File: src/mmp_pkg.sv
package mmp_pkg;

  // data-side byte map (15-bit location)
  localparam logic [14:0] WIN_BASE     = 15'h0000;
  localparam logic [14:0] REG_BASE     = 15'h4000;
  localparam logic [14:0] SYSREG_BASE  = 15'h4800;
  localparam logic [14:0] INFO_BASE    = 15'h5000;
  localparam logic [14:0] INFO_END     = 15'h5400;
  localparam logic [14:0] RAM_DATA_BASE = 15'h6c00;

  // program-side word map
  localparam logic [15:0] CODE_FLASH_END = 16'he000;
  localparam logic [15:0] CODE_RAM_BASE  = 16'hf600;

  // bit position of the size flag on the data address
  localparam int SIZE_BIT = 15;

  // ram protection
  localparam int SEG_COUNT = 160;
  localparam int SEG_SHIFT = 5;
  localparam int PERM_WORDS = 5;

  // ahb register offsets
  localparam logic [7:0] CTRL_OFS   = 8'h00;
  localparam logic [7:0] STATUS_OFS = 8'h04;
  localparam logic [7:0] FAULT_OFS  = 8'h08;
  localparam logic [7:0] PERM_OFS   = 8'h10;

  // reset values
  localparam logic [2:0]   SECTION_RST = 3'h0;
  localparam logic [159:0] PERM_RST    = {160{1'b1}};

  typedef enum logic [2:0] {
    RG_NONE,
    RG_FLASH,
    RG_INFO,
    RG_REG,
    RG_RAM
  } mmp_region_type;

  typedef struct packed {
    logic        re;
    logic        we;
    logic [1:0]  be;
    logic [15:0] addr;
    logic [15:0] wdata;
  } mmp_mreq_type;

  typedef struct packed {
    logic [159:0]   perm;
    logic [2:0]     section;
    logic           faultFlag;
    logic [14:0]    faultAddr;
    logic           faultByte;
    logic           unlockMeta;
    logic           unlockSync;
    logic           hselQ;
    logic           hwriteQ;
    logic [7:0]     haddrQ;
    logic [31:0]    hrdataQ;
    logic           dPend;
    mmp_region_type dRegion;
    logic           dByte;
    logic           dHigh;
    logic [15:0]    dRdataQ;
    logic           dRvalidQ;
    logic           pPend;
    mmp_region_type pRegion;
    logic [15:0]    pRdataQ;
    logic           pRvalidQ;
  } mmp_state_type;

  function automatic mmp_region_type data_region(input logic [14:0] loc);
    if (loc < REG_BASE)
      return RG_FLASH;
    else if (loc < INFO_BASE)
      return RG_REG;
    else if (loc < INFO_END)
      return RG_INFO;
    else if (loc >= RAM_DATA_BASE)
      return RG_RAM;
    else
      return RG_NONE;
  endfunction : data_region

  function automatic logic [15:0] pick_byte(input logic [15:0] w, input logic hi,
                                            input logic isByte);
    if (!isByte)
      return w;
    else
      return {8'h00, (hi ? w[15:8] : w[7:0])};
  endfunction : pick_byte

endpackage : mmp_pkg

File: src/mmp_memory_map_protection.sv
`timescale 1ns/1ps
module mmp_memory_map_protection (
  input  wire logic                 ref_clk,
  input  wire logic                 rst_n,
  // core, program side
  input  wire logic                 pReq,
  input  wire logic [15:0]          pAddr,
  output logic [15:0]               pRdata,
  output logic                      pRvalid,
  // core, data side
  input  wire logic                 dReq,
  input  wire logic                 dWrite,
  input  wire logic [15:0]          dAddr,
  input  wire logic [15:0]          dWdata,
  input  wire logic                 sysMode,
  output logic [15:0]               dRdata,
  output logic                      dRvalid,
  output logic                      faultPulse,
  // debug serial port unlock pin
  input  wire logic                 dbgInfoUnlock,
  output logic                      infoProgEnable,
  // memories and register region
  output mmp_pkg::mmp_mreq_type     flashCodeReq,
  input  wire logic [15:0]          flashCodeRdata,
  output mmp_pkg::mmp_mreq_type     flashDataReq,
  input  wire logic [15:0]          flashDataRdata,
  output mmp_pkg::mmp_mreq_type     infoReq,
  input  wire logic [15:0]          infoRdata,
  output mmp_pkg::mmp_mreq_type     ramCodeReq,
  input  wire logic [15:0]          ramCodeRdata,
  output mmp_pkg::mmp_mreq_type     ramReq,
  input  wire logic [15:0]          ramRdata,
  output mmp_pkg::mmp_mreq_type     regReq,
  input  wire logic [15:0]          regRdata,
  // ahb-lite slave
  input  wire logic                 hsel,
  input  wire logic [31:0]          haddr,
  input  wire logic [1:0]           htrans,
  input  wire logic                 hwrite,
  input  wire logic [2:0]           hsize,
  input  wire logic [31:0]          hwdata,
  input  wire logic                 hready,
  output logic                      hreadyout,
  output logic                      hresp,
  output logic [31:0]               hrdata
);

  mmp_pkg::mmp_state_type  q;
  mmp_pkg::mmp_state_type  n;

  logic [14:0]             dLoc;
  logic                    dIsByte;
  mmp_pkg::mmp_region_type dReg;
  logic [14:0]             ramOffWide;
  logic [12:0]             ramOff;
  logic [7:0]              seg;
  logic                    segAllowed;
  logic                    sysRegHit;
  logic                    blockPriv;
  logic                    refuseWrite;
  logic                    wrOk;
  logic [16:0]             winByte;
  logic [15:0]             ramCodeOff;
  mmp_pkg::mmp_region_type pReg;
  logic [1:0]              laneBe;
  logic [15:0]             laneData;
  logic                    ahbAccept;
  logic [15:0]             dWord;

  // data-side decode
  assign dLoc       = dAddr[14:0];
  assign dIsByte    = dAddr[mmp_pkg::SIZE_BIT];
  assign dReg       = mmp_pkg::data_region(dLoc);
  assign ramOffWide = dLoc - mmp_pkg::RAM_DATA_BASE;
  assign ramOff     = ramOffWide[12:0];
  assign seg        = ramOff[12:mmp_pkg::SEG_SHIFT];
  assign segAllowed = sysMode | q.perm[seg];
  assign sysRegHit  = (dLoc >= mmp_pkg::SYSREG_BASE) && (dLoc < mmp_pkg::INFO_BASE);
  assign winByte    = {q.section, dLoc[13:0]};

  // privilege check on writes
  assign blockPriv = dReq & dWrite & ~sysMode &
                     (((dReg == mmp_pkg::RG_RAM) & ~segAllowed) |
                      ((dReg == mmp_pkg::RG_REG) & sysRegHit));

  // flash and info page accept whole words only, info page needs unlock
  assign refuseWrite = dReq & dWrite &
                       ((((dReg == mmp_pkg::RG_FLASH) | (dReg == mmp_pkg::RG_INFO)) & dIsByte) |
                        ((dReg == mmp_pkg::RG_INFO) & ~q.unlockSync));
  assign wrOk       = dReq & dWrite & ~blockPriv & ~refuseWrite;
  assign faultPulse = blockPriv;

  // byte lanes for writes
  assign laneBe   = dIsByte ? (dLoc[0] ? 2'h2 : 2'h1) : 2'h3;
  assign laneData = dIsByte ? {dWdata[7:0], dWdata[7:0]} : dWdata;

  assign flashDataReq = '{re:    dReq & ~dWrite & (dReg == mmp_pkg::RG_FLASH),
                          we:    wrOk & (dReg == mmp_pkg::RG_FLASH),
                          be:    2'h3,
                          addr:  winByte[16:1],
                          wdata: dWdata};
  assign infoReq      = '{re:    dReq & ~dWrite & (dReg == mmp_pkg::RG_INFO),
                          we:    wrOk & (dReg == mmp_pkg::RG_INFO),
                          be:    2'h3,
                          addr:  {7'h00, dLoc[9:1]},
                          wdata: dWdata};
  assign ramReq       = '{re:    dReq & ~dWrite & (dReg == mmp_pkg::RG_RAM),
                          we:    wrOk & (dReg == mmp_pkg::RG_RAM),
                          be:    laneBe,
                          addr:  {4'h0, ramOff[12:1]},
                          wdata: laneData};
  assign regReq       = '{re:    dReq & ~dWrite & (dReg == mmp_pkg::RG_REG),
                          we:    wrOk & (dReg == mmp_pkg::RG_REG),
                          be:    laneBe,
                          addr:  {4'h0, dLoc[11:0]},
                          wdata: laneData};
  assign infoProgEnable = q.unlockSync;

  // program-side decode
  assign ramCodeOff = pAddr - mmp_pkg::CODE_RAM_BASE;
  assign pReg = (pAddr < mmp_pkg::CODE_FLASH_END) ? mmp_pkg::RG_FLASH :
                (pAddr >= mmp_pkg::CODE_RAM_BASE) ? mmp_pkg::RG_RAM : mmp_pkg::RG_NONE;

  assign flashCodeReq = '{re:    pReq & (pReg == mmp_pkg::RG_FLASH),
                          we:    1'b0,
                          be:    2'h3,
                          addr:  pAddr,
                          wdata: 16'h0000};
  assign ramCodeReq   = '{re:    pReq & (pReg == mmp_pkg::RG_RAM),
                          we:    1'b0,
                          be:    2'h3,
                          addr:  {4'h0, ramCodeOff[11:0]},
                          wdata: 16'h0000};

  // read return mux for the data side
  always_comb
  begin
    unique case (q.dRegion)
      mmp_pkg::RG_FLASH: dWord = flashDataRdata;
      mmp_pkg::RG_INFO:  dWord = infoRdata;
      mmp_pkg::RG_REG:   dWord = regRdata;
      mmp_pkg::RG_RAM:   dWord = ramRdata;
      default:           dWord = 16'h0000;
    endcase
  end

  assign ahbAccept = hsel & htrans[1] & hready;

  // next state
  always_comb
  begin
    n = q;

    // unlock pin synchroniser
    n.unlockMeta = dbgInfoUnlock;
    n.unlockSync = q.unlockMeta;

    // ahb data phase write
    if (q.hselQ && q.hwriteQ)
    begin
      if (q.haddrQ == mmp_pkg::CTRL_OFS)
        n.section = hwdata[2:0];
      if (q.haddrQ == mmp_pkg::STATUS_OFS && hwdata[0])
        n.faultFlag = 1'b0;
      for (int i = 0; i < mmp_pkg::PERM_WORDS; i++)
      begin
        if (q.haddrQ == mmp_pkg::PERM_OFS + 8'(4 * i))
          n.perm[i*32 +: 32] = hwdata;
      end
    end

    // fault capture, set wins over a same-cycle clear and then takes the new address
    if (blockPriv)
    begin
      if (!n.faultFlag)
      begin
        n.faultAddr = dLoc;
        n.faultByte = dIsByte;
      end
      n.faultFlag = 1'b1;
    end

    // ahb address phase
    if (hready)
    begin
      n.hselQ   = ahbAccept;
      n.hwriteQ = hwrite;
      n.haddrQ  = haddr[7:0];
    end
    if (ahbAccept && !hwrite)
    begin
      n.hrdataQ = 32'h0000_0000;
      if (haddr[31:8] == 24'h000000)
      begin
        if (haddr[7:0] == mmp_pkg::CTRL_OFS)
          n.hrdataQ = {29'h0, n.section};
        if (haddr[7:0] == mmp_pkg::STATUS_OFS)
          n.hrdataQ = {29'h0, sysMode, q.unlockSync, n.faultFlag};
        if (haddr[7:0] == mmp_pkg::FAULT_OFS)
          n.hrdataQ = {15'h0, n.faultByte, 1'b0, n.faultAddr};
        for (int i = 0; i < mmp_pkg::PERM_WORDS; i++)
        begin
          if (haddr[7:0] == mmp_pkg::PERM_OFS + 8'(4 * i))
            n.hrdataQ = n.perm[i*32 +: 32];
        end
      end
    end

    // data read pipeline
    n.dPend    = dReq & ~dWrite;
    n.dRegion  = dReg;
    n.dByte    = dIsByte;
    n.dHigh    = dLoc[0];
    n.dRvalidQ = q.dPend;
    if (q.dPend)
      n.dRdataQ = mmp_pkg::pick_byte(dWord, q.dHigh, q.dByte);

    // program read pipeline
    n.pPend    = pReq;
    n.pRegion  = pReg;
    n.pRvalidQ = q.pPend;
    if (q.pPend)
    begin
      unique case (q.pRegion)
        mmp_pkg::RG_FLASH: n.pRdataQ = flashCodeRdata;
        mmp_pkg::RG_RAM:   n.pRdataQ = ramCodeRdata;
        default:           n.pRdataQ = 16'h0000;
      endcase
    end
  end

  always_ff @(posedge ref_clk or negedge rst_n)
  begin
    if (!rst_n)
    begin
      q            <= '0;
      q.perm       <= mmp_pkg::PERM_RST;
      q.section    <= mmp_pkg::SECTION_RST;
      q.dRegion    <= mmp_pkg::RG_NONE;
      q.pRegion    <= mmp_pkg::RG_NONE;
    end
    else
    begin
      q <= n;
    end
  end

  assign pRdata    = q.pRdataQ;
  assign pRvalid   = q.pRvalidQ;
  assign dRdata    = q.dRdataQ;
  assign dRvalid   = q.dRvalidQ;
  assign hreadyout = 1'b1;
  assign hresp     = 1'b0;
  assign hrdata    = q.hrdataQ;

endmodule : mmp_memory_map_protection

File: config.mk
export PLATFORM = sky130hd
export DESIGN_NAME = mmp_memory_map_protection
export DESIGN_NICKNAME = d
export VERILOG_FILES = /design/src/mmp_pkg.sv /design/src/mmp_memory_map_protection.sv
export SDC_FILE = /design/constraint.sdc
export NUM_CORES = 1
export LEC_CHECK = 0
export BUFFER_PORTS_ARGS = -buffer_cell sky130_fd_sc_hd__buf_2
export CAP_MARGIN = 15
export CORE_AREA = 2 2 196 198
export CTS_CLUSTER_SIZE = 14
export DETAILED_ROUTE_END_ITERATION = 10
export DIE_AREA = 0 0 198 200
export MAX_ROUTING_LAYER = met4
export PLACE_DENSITY = 0.69
export REMOVE_ABC_BUFFERS = 1
export SYNTH_ARGS = -nofsm -noshare
export SYNTH_HDL_FRONTEND = slang
export SYNTH_SLANG_ARGS = --single-unit
File: constraint.sdc
create_clock -name ref_clk -period 3.35 [get_ports ref_clk]
set_input_delay 0 -clock ref_clk [delete_from_list [all_inputs] [get_ports ref_clk]]
set_output_delay 0 -clock ref_clk [all_outputs]
set_load 0.02 [all_outputs]
# [Yosys cells after proc, flatten, opt, wreduce, memory -nomap -nowiden]
# Index checks and enable logic that the tools add are counted.
# Widths: inputs -> output; s select.
[classes] eq_ne=25 n_reduce_logical=8 n_lt_le_gt_ge=8 bitwise_logic=33 mux=34 add_sub_neg=2
[op_table] op="$mux 32" n=13
[op_table] op="$mux 164" n=1
[op_table] op="$eq 8x5->1 const B" n=8
[op_table] op="$pmux 16 s4" n=1
[op_table] op="$mux 16" n=3
[op_table] op="$lt 15x15->1 const B" n=3
[op_table] op="$pmux 16 s2" n=1
[op_table] op="$ge 15x15->1 const B" n=2
[op_table] op="$logic_not 24->1" n=1
[op_table] op="$mux 3" n=8
[op_table] op="$and 1x1->1" n=23
[op_table] op="$mux 17" n=1
[op_table] op="$eq 8x3->1 const B" n=2
[op_table] op="$eq 8x6->1 const B" n=2
[op_table] op="$ge 16x16->1 const B" n=1
[op_table] op="$logic_not 8->1" n=2
[op_table] op="$lt 16x16->1 const B" n=1
[op_table] op="$sub 13x12->13 const B" n=1
[op_table] op="$eq 3x1->1 const B" n=4
[op_table] op="$eq 3x2->1 const B" n=4
[op_table] op="$eq 3x3->1 const B" n=4
[op_table] op="$sub 12x11->12 const B" n=1
[op_table] op="$lt 8x9->1 const B" n=1
[op_table] op="$bmux 1 s8" n=1
[op_table] op="other kinds (8)" n=21
[totals] regBits=268 out_inout_bits=286 inputBits=223

# [Logic depth before layout (Yosys ltp)]
# Gate-level depths: netlist of the first run.
[depth] depth_word=18 mapped_depth=14 mapped_depth_nobuf=9

# [Worst setup path before layout of the first run]
# OpenSTA, ideal clock, no wires.
[synth_timing] path_type="register to register" start="reg q[186] (netlist name)" end="reg q (netlist bit hrdata[1])" path_slack_ns=0.741 path_buffers=0 stages_incl_launch_ff=9 t_arrival_ns=2.490 cell_sequence="dfstp_2 -> mux4_2 -> mux2_2 -> a211o_1 -> o211a_1 -> o21a_1 -> o21ai_4 -> mux2_4 -> o21ba_1"
[synth_lines] element="start, declared" line="mmp_memory_map_protection.sv:48" rtl="mmp_pkg::mmp_state_type q;"
[synth_lines] element="start signal, assigned" line="mmp_memory_map_protection.sv:244" rtl="q <= n;"

==> flow_summary.ini, run 1 <==
[run_status]
status = completed

[timing]
worst_pin_slew_ns = 0.892
max_slew_margin_pct = 40.6
period_share_pct = 95.5
setup_viol = 0
clock_skew_ns = 0.00892
slew_viol_final = 0
setup_tns_ns = 0
fmax_mhz = 313
rsz0062_at_grt = no
finalHoldViolCount = 0
finalCriticalPeriod_ns = 3.20
whs_ns = 0.0162

[global_routing]
grt_pass1_vias = 13043
grt_pass1_wl_mm = 76.6
grt.total_usage_pct = 26.1
grt_overflow = 0
antenna_found_initial = 0
grt_max_degree = 111

[yosys]
avgSynthCellArea_um2 = 11.1
synth_top_area_cell = dfstp_2
synth_xor_area_share_pct = 0.109
async_reset_ff_share_pct = 100
synth_compound_area_share_pct = 13.3
synthMuxAreaShare_pct = 20.5
syn_area_mm2 = 0.0161
ys.flop_type = dfstp_2
synth_area_leaders = dfstp_2 (26%), dfrtp_1 (17%), mux2_2 (13%), buf_4 (12%), mux4_2 (4.2%)
ys_warn_count = 0
synth_top_area_share_pct = 26.1
synth.ff_latch_count = 267
synth_top_family_by_area = multiplexers
yosysSeqAreaShare_pct = 42.8
synthSimpleGateAreaFrac_pct = 7.26
synth_fa_ha_area_share_pct = 0.311
ys_types = 77
synth-edff-count = 0
syn_inst = 1448

[setup_path]
end_kind = primary output
critPathMaxStageDelay_ns = 0.54
critPathCapture = regReq[34]
slowest_stage = dfstp_2
cp_data_required_time_ns = 3.35
worstPathMaxFanout = 4
worstSetupPathType = flip-flop to primary output
startpoint = q[115]
r2r_slack_ns = 0.18
rr_startpoint = q[41]
setup.worst_path.start_class = flip-flop
path_cells = mux2i_1, a221oi_1, a221oi_1, o32ai_1, o21ai_0, a21oi_1, o21ai_2, nor3_1, buf_4, buf_2
critPathArrivalTime_ns = 3.20
r2r_cells = 7
crit_top_cell = a221oi_1
rr_endpoint = dRdata[0]

[clock_network]
cts.sinks = 267
post-cts-setup-buffer-count = 0
clk_path_buf_depth = 3
cts_made_buffers = 29
cts_tree = built
cts-root-buf = clkbuf_16
clock_latency_ns = 0.55
h-tree-depth = 1
clk_pin_slew_ns = 0.06

[placed_design]
placed_cells = 2158
io_buffers = 441
place_congestion = 0.941
dp_hpwl_mm = 36.4

[routing]
dr.pass1.iters = 6
via_per_inst = 5.54
antenna_left = 0
wirelength_mm = 52.3
wl_per_cell_um = 22.1
drt_iter0_drc = 952
via_count = 13090
drc = 0

[pwr]
leakagePower_nw = 9.11
ir_drop_v = 0.000373
p_per_area_mw_per_mm2 = 445

[finish]
fillers = 3267
finalNetCount = 2057
drive_gt1_share_pct = 50.3
multi_input_area_mm2 = 0.00692
areaGrowthSynthToFinish_pct = 23.1
regArea_mm2 = 0.00688
antenna_cells = 0
layoutNonFillerInstCount = 2363

[die]
core_area_mm2 = 0.0374
die_area_mm2 = 0.0396
ios = 509
start_util_pct = 43.0
die_w_um = 198
die_h_um = 200
core.rowCount = 71

[hold_path]
hold_path.class = input port to flip-flop

[run]
cap_violations = 0
## flip-flops by register name (all words and copies together) (netlist names)
signal          cells
flashDataReq        3
pRvalid             1
pRdata             16
infoProgEnable      1
q                 194
hrdata             32
dRvalid             1
dRdata             16
n                   3
## power breakdown
part	internal [mW]	switching [mW]
clock network	2.28	1.35
logic	0.673	0.865
registers	3.52	0.136
## layout make-up
class                   instances  area share [%]
clock buffers                  35            4.14
clock inverters                18            1.39
multi-input cells             851            34.9
well taps                     511            3.23
flip-flops and latches        267            34.7
inverters                      48           0.909
repair buffers                633            20.7
## worst max-delay path: cells and delay by family (launching register included)
family,cells,cell delay [ns]
AND/OR/NAND/NOR,1,0.19
AO/OA/AOI/OAI,6,1.54
flip-flops,1,0.54
buffers and inverters,2,0.33
multiplexers,1,0.07
## metrics by stage
stage	util, %	power [mW]	instance area [um2]	worst slack, ns
4_1_cts	53.0	8.83	19800	0.133
6_report	53.0	8.82	19800	0.150
3_5_place_dp	46.0	5.04	17200	0.325
2_1_floorplan	-	4.29	14000	0.0483
3_3_place_gp	46.0	5.01	17200	0.349
5_1_grt	53.0	9.13	19800	0.0501
## cells in the mapped netlist, types with 6 or more instances
cell         n
o21ba_2      9
o22ai_1     44
a21oi_1     33
nor3_1       8
o22a_1      10
a21o_1      19
o211ai_1     6
clkbuf_1    56
nor2_1      24
a221oi_1    32
a2bb2oi_1   10
o21ai_0     43
mux2_1       6
a22oi_1     52
inv_1       48
nand4_1     17
dfrtp_1    107
mux4_2      30
buf_2        9
nor4_1      12
nand2b_1    10
mux2_2     182
nand2_1     68
nor2b_1     10
dfstp_2    160
nand3_1     25
nand4b_1    10
and3_1       7
mux2i_1     41
buf_4      259
buf_1       11
## layout by cell type (no fill, tap or decap), drive strengths merged, types with 4 or more instances in the layout
| cell type | n |
|---|---|
| a21o | 19 |
| a21oi | 33 |
| a221o | 4 |
| a221oi | 32 |
| a22oi | 52 |
| a2bb2oi | 10 |
| and2 | 7 |
| and3 | 7 |
| buf | 481 |
| bufinv | 7 |
| clkbuf | 35 |
| clkinv | 10 |
| conb | 63 |
| dfrtp | 107 |
| dfstp | 160 |
| dlygate4sd3 | 152 |
| ha | 4 |
| inv | 48 |
| mux2 | 191 |
| mux2i | 41 |
| mux4 | 32 |
| nand2 | 68 |
| nand2b | 10 |
| nand3 | 25 |
| nand4 | 17 |
| nand4b | 10 |
| nor2 | 24 |
| nor2b | 10 |
| nor3 | 8 |
| nor4 | 12 |
| nor4b | 4 |
| o211ai | 6 |
| o21ai | 45 |
| o21ba | 11 |
| o22a | 10 |
| o22ai | 44 |
| or2 | 4 |
| or4 | 4 |
## worst min-delay path by stage
stage | from | endpoint | slack (ns) | cells after the start
global placement | rst_n | q[84] | 0.12 | 1
CTS | flashDataRdata[1] | dRdata[1] | 0.008 | 5
finish | flashDataRdata[1] | dRdata[1] | 0.02 | 5
detailed placement | dbgInfoUnlock | n[86] | 0.12 | 1
global route | flashDataRdata[1] | dRdata[1] | 0.05 | 5
floorplan | rst_n | dRdata[0] | -0.30 | 0
## what timing repair did
item	CTS	global route
hold buffers	152	0
gates resized for setup	1	1
endpoints found under the hold margin	269	0
endpoints found under the setup margin	1	1
## logic make-up (layout without fill, tap and decap cells)
group | count (synthesis) | count (layout)
adders and majority gates | 4 | 4
DFF | 267 | 267
AOI/OAI and AO/OA | 298 | 298
buffers and inverters | 391 | 734
other | 2 | 63
muxes | 264 | 264
and+or+nand+nor | 220 | 220
xor gates and xnor gates | 2 | 2
## layer usage
layer | track usage, % | vias up | wire [um]
li1 | - | 5761 | -
met1 | 33.9 | 6599 | 21800
met2 | 40.5 | 624 | 24700
met3 | 5.81 | 106 | 4260
met4 | 8.80 | 0 | 1560
met5 | - | - | 0
No activity file was read; power rests on OpenSTA's default activity.
==> run 2, diff against run 1 <==
Settings changed: ABC_AREA set to 1, PLACE_DENSITY 0.69 to 0.79.
==> run 2 against run 1 <==
Clock-buffer cell count increased by 15. Non-clock buffer count decreased by 10. Sequential share of layout area is 0.19 points lower. Design area grew 0.56%. Largest cell class is now flip-flops and latches. Cell count is 29% higher. Combinational power up 23%. Utilization up 0.29 points. Clock skew rose by 0.027 ns. Critical endpoint is now dRdata[0]. Register-to-register slack is essentially flat. Via count rose by 22%.
==> flow_summary.ini, run 2 <==
[setup_path]
worstSetupPathType = flip-flop to flip-flop
r2r_slack_ns = 0.19
setup.worst_path.start_class = flip-flop
end_kind = flip-flop
cp_data_required_time_ns = 3.85
critPathArrivalTime_ns = 3.65
worstPathMaxFanout = 11

[timing]
worst_pin_slew_ns = 0.900
finalCriticalPeriod_ns = 3.16
max_slew_margin_pct = 40.0
clock_skew_ns = 0.0357
finalHoldViolCount = 0
rsz0062_at_grt = no
fmax_mhz = 317
slew_viol_final = 0
setup_viol = 0
whs_ns = 0.0347
fin_ws_ns = 0.194
period_share_pct = 94.2

[clock_network]
post-cts-setup-buffer-count = 0
cts_tree = built
clock_latency_ns = 0.58
clk_pin_slew_ns = 0.06
post_cts_resized = 0
clk_path_buf_depth = 3
cts-root-buf = clkbuf_16
cts_made_buffers = 30
h-tree-depth = 1
cts.sinks = 267

[routing]
via_per_inst = 5.24
via_count = 15937
wirelength_mm = 58.7
drt_iter0_drc = 1307
wl_per_cell_um = 19.3
antenna_left = 0
drc = 0
dr.pass1.iters = 8

[yosys]
ys_types = 46
yosysSeqAreaShare_pct = 41.9
synth_top_area_share_pct = 25.6
synth_area_leaders = dfstp_2 (26%), dfrtp_1 (16%), buf_4 (12%), nand2_1 (12%), o21ai_0 (6.8%)
syn_inst = 2149
synth.ff_latch_count = 267
synth.most_common_cell = nand2_1
yosys-top-cells-count = nand2_1 (505), buf_4 (259), inv_1 (254)
async_reset_ff_share_pct = 100
ys.flop_type = dfstp_2
ys_warn_count = 0
avgSynthCellArea_um2 = 7.65
synth-edff-count = 0
syn_area_mm2 = 0.0164
synth_top_area_cell = dfstp_2

[finish]
fillers = 3472
areaGrowthSynthToFinish_pct = 21.2
regArea_mm2 = 0.00688
multi_input_area_mm2 = 0.00639
final_cell_mix = nand2_1 (504), buf_2 (440), inv_1 (254)
finalNetCount = 2729
max_flop_register = q
layout_commonest_cell = nand2_1
largest_reg_flops = 194
drive_gt1_share_pct = 28.6

[placed_design]
io_buffers = 441
post-place-ws_ns = 0.765
dp_hpwl_mm = 41.1
place_congestion = 0.977

[pwr]
ir_drop_v = 0.000404
p_per_area_mw_per_mm2 = 457
leakagePower_nw = 10.9

[die]
die_w_um = 198
start_util_pct = 44.0
die_h_um = 200
ios = 509
core_area_mm2 = 0.0374
die_area_mm2 = 0.0396
core.rowCount = 71

[global_routing]
grt_max_degree = 113
grt_pass1_wl_mm = 87.4
grt_pass1_vias = 15191
grt.total_usage_pct = 29.8
antenna_found_initial = 3
grt_overflow = 0

[hold_path]
hold_path.class = input port to flip-flop

[run_status]
status = completed

[run]
cap_violations = 0
## run 2: cell count changes in the layout (fill, tap and decap cells not counted), moves of 62 or more
| cell | before | now |
|---|---|---|
| nor2_1 | 23 | 114 |
| nand3_1 | 25 | 122 |
| inv_1 | 48 | 254 |
| nand2_1 | 68 | 504 |
| o21ai_0 | 42 | 222 |
| o21ai_1 | 1 | 63 |
| mux2_2 | 182 | 8 |
## run 2: worst paths after layout
check,startpoint,to,cells after the start
max in group asynchronous,rst_n,q[206],3
setup / recovery,q[42],dRdata[0],9
hold / removal,sysMode,q[103],5
hold reg to reg,n[86],infoProgEnable,0
setup reg to reg,q[42],dRdata[0],9
min in group asynchronous,rst_n,hrdata[29],2
## run 2: cell families after synthesis
| kind of cell | Yosys count | synth area share (%) |
|---|---|---|
| xor gates and xnor gates | 2 | 0.107 |
| buffers and inverters | 624 | 20.8 |
| and+or+nand+nor | 822 | 21.1 |
| DFF | 267 | 41.9 |
| other | 2 | 0.0457 |
| AOI/OAI and AO/OA | 420 | 15.2 |
| muxes | 8 | 0.548 |
| adders and majority gates | 4 | 0.304 |
## run 2: layout make-up
| type | instances | area share, % |
|---|---|---|
| Sequential cell | 267 | 34.5 |
| Tap cell | 511 | 3.21 |
| Multi-Input combinational cell | 1319 | 32.1 |
| Antenna cell | 3 | 0.0377 |
| Clock buffer | 50 | 4.71 |
| Timing Repair Buffer | 623 | 20.2 |
| Clock inverter | 6 | 0.377 |
| Inverter | 261 | 4.92 |
## run 2: stage by stage
stage	power [mW]	instances	utilization, %	instance area [um2]	TNS, ns
2_1_floorplan	4.71	1847	-	14200	-2.74
3_3_place_gp	5.52	2837	46.7	17500	0
3_5_place_dp	5.57	2837	46.7	17500	0
4_1_cts	9.12	3037	53.3	19900	0
5_1_grt	9.53	3040	53.3	19900	0
6_report	9.11	3040	53.3	19900	0
## run 2: timing repair
action / in CTS / in global routing
setup endpoints to repair: 0 / 0
hold buffers: 144 / 0
hold endpoints to repair: 309 / 0
## run 2: per-layer routing
metal	global-route usage (%)	wire length [um]	vias up
li1	-	-	7365
met1	35.3	22500	7569
met2	49.3	28200	864
met3	5.98	5320	139
met4	13.7	2640	0
met5	-	0	-
## run 2: critical path, stage by stage, from the launching register on
cell	delay, ns
dfrtp_1	0.39
inv_1	0.09
nand2_1	0.08
nor2_1	0.63
a22o_1	0.30
a221oi_1	0.06
dlygate4sd3_1	0.60
a32o_1	0.21
dlygate4sd3_1	0.56
o21ai_0	0.15
## run 2: report_power, final
group / internal (mW) / switching, mW / total [mW]
Combinational: 0.683 / 1.21 / 1.89
Sequential: 3.67 / 0.167 / 3.83
Clock: 1.98 / 1.40 / 3.38
==> run 3, diff against run 2 <==
Clock period 3.35 ns to 3.5 ns, I/O delays scaled along.
==> run 3 against run 2 <==
Cell count hardly changed. Register-to-register slack better by 0.19 ns. Power is 2.6% lower. Sequential share of layout area is 0.067 points lower. Design area is 0.19% higher. Critical path depth is 7 higher. Largest power group unchanged.
==> flow_summary.ini, run 3 (synthesis gave the netlist of run 2 again) <==
[routing]
wirelength_mm = 57.9
antenna_left = 0
dr.pass1.iters = 6
drc = 0
via_count = 15806
via_per_inst = 5.20
wl_per_cell_um = 19.1
drt_iter0_drc = 1290

[clock_network]
post_cts_resized = 0
cts.sinks = 267
cts_made_buffers = 31
clock_latency_ns = 0.58
clk_pin_slew_ns = 0.06
cts_tree = built
cts-root-buf = clkbuf_16
clk_path_buf_depth = 3
cts-hold-fix-buffers = 144
h-tree-depth = 1
post-cts-setup-buffer-count = 0

[global_routing]
grt.total_usage_pct = 29.1
met1_usage_pct = 35.5
busiest_layer = met2
grt_pass1_wl_mm = 85.6
grt_pass1_vias = 15222
met2_usage_pct = 47.5
antenna_found_initial = 3
grt_overflow = 0
grt_max_degree = 143
use_met3_pct = 5.39

[pwr]
p_comb_share_pct = 20.2
p_total_mw = 8.87
p_per_area_mw_per_mm2 = 444
leakagePower_nw = 10.9
p_int_mw = 6.24
clkPwrFrac_pct = 38.4
switching_share_pct = 29.7
seq_power_share_pct = 41.4
switchingPower_mw = 2.63
ir_drop_v = 0.000405

[placed_design]
dp_hpwl_mm = 41.2
post-place-ws_ns = 0.579
place_congestion = 0.916
io_buffers = 441
placed_cells = 2836
placed_area_mm2 = 0.0174

[finish]
max_flop_register = q
fillers = 3463
drive_gt1_share_pct = 28.7
layoutNonFillerInstCount = 3039
final_cell_mix = nand2_1 (504), buf_2 (440), inv_1 (254)
stdcell_area_mm2 = 0.0200
regArea_mm2 = 0.00688
multi_input_area_mm2 = 0.00639
finalNetCount = 2729
post-route-util_pct = 53.4
layout_commonest_cell = nand2_1
largest_reg_flops = 194
areaGrowthSynthToFinish_pct = 21.5

[setup_path]
end_kind = primary output
r2r_slack_ns = 0.38
cp_data_required_time_ns = 3.50
worstPathMaxFanout = 18
critPathArrivalTime_ns = 3.13
worstSetupPathType = flip-flop to primary output
setup.worst_path.start_class = flip-flop

[hold_path]
hold_path.class = input port to flip-flop

[die]
core_area_mm2 = 0.0374
core.rowCount = 71
die_w_um = 198
ios = 509
start_util_pct = 44.0
die_area_mm2 = 0.0396
die_h_um = 200

[timing]
slew_viol_final = 0
rsz0062_at_grt = no
max_slew_margin_pct = 28.9
finalCriticalPeriod_ns = 3.13
worst_pin_slew_ns = 1.07
period_share_pct = 89.5
fin_ws_ns = 0.367
setup_viol = 0
clock_skew_ns = 0.0119
finalHoldViolCount = 0
fmax_mhz = 319
whs_ns = 0.0375
setup_tns_ns = 0

[run]
cap_violations = 0

[run_status]
status = completed
## run 3: changes by cell type in the layout (fill, tap and decap cells not counted), sizes merged
cell,delta
buf,-1
bufinv,+2
clkbuf,-2
## run 3: final timing paths
kind / startpoint / to / depth (start not counted)
max: q[257] / regReq[34] / 16
min: sysMode / q[103] / 5
max reg2reg: q[42] / dRdata[0] / 9
min reg2reg: n[86] / infoProgEnable / 0
max in group asynchronous: rst_n / q[216] / 3
min in group asynchronous: rst_n / hrdata[26] / 2
## run 3: power groups by stage
stage	logic, mW	registers, mW	clock network (mW)
final	1.80	3.67	3.40
after global routing	1.98	3.70	3.57
after CTS	1.78	3.66	3.45
after detailed placement	1.62	3.71	0
after global placement	1.58	3.69	0
after floorplan	0.781	3.73	0
## run 3: critical path, stage by stage (launching register included)
cell and delay, ns:
dfstp_2 0.53, inv_1 0.04, nand2_1 0.04, o21ai_0 0.11, o22ai_1 0.22, nand2_1 0.09
nand2_1 0.07, nand3b_1 0.15, nand3_1 0.09, nand2_1 0.07, clkinv_1 0.06, nand2_2 0.09
nand2_4 0.14, nand2_4 0.23, o211ai_1 0.27, nor2_1 0.16, buf_2 0.20
## run 3: layout make-up
type / count / share of cell area, %
inverter: 261 / 4.91
timing repair buffer: 622 / 20.0
multi-input combinational: 1319 / 32.0
antenna: 3 / 0.0376
sequential: 267 / 34.5
tap: 511 / 3.20
clock buffer: 48 / 4.77
clock inverter: 8 / 0.595
## run 3: metal layers
metal / share of wire (%) / up-vias
li1: - / 7353
met5: 0 / -
met4: 4.6 / 0
met1: 39 / 7498
met2: 48 / 836
met3: 8.6 / 119
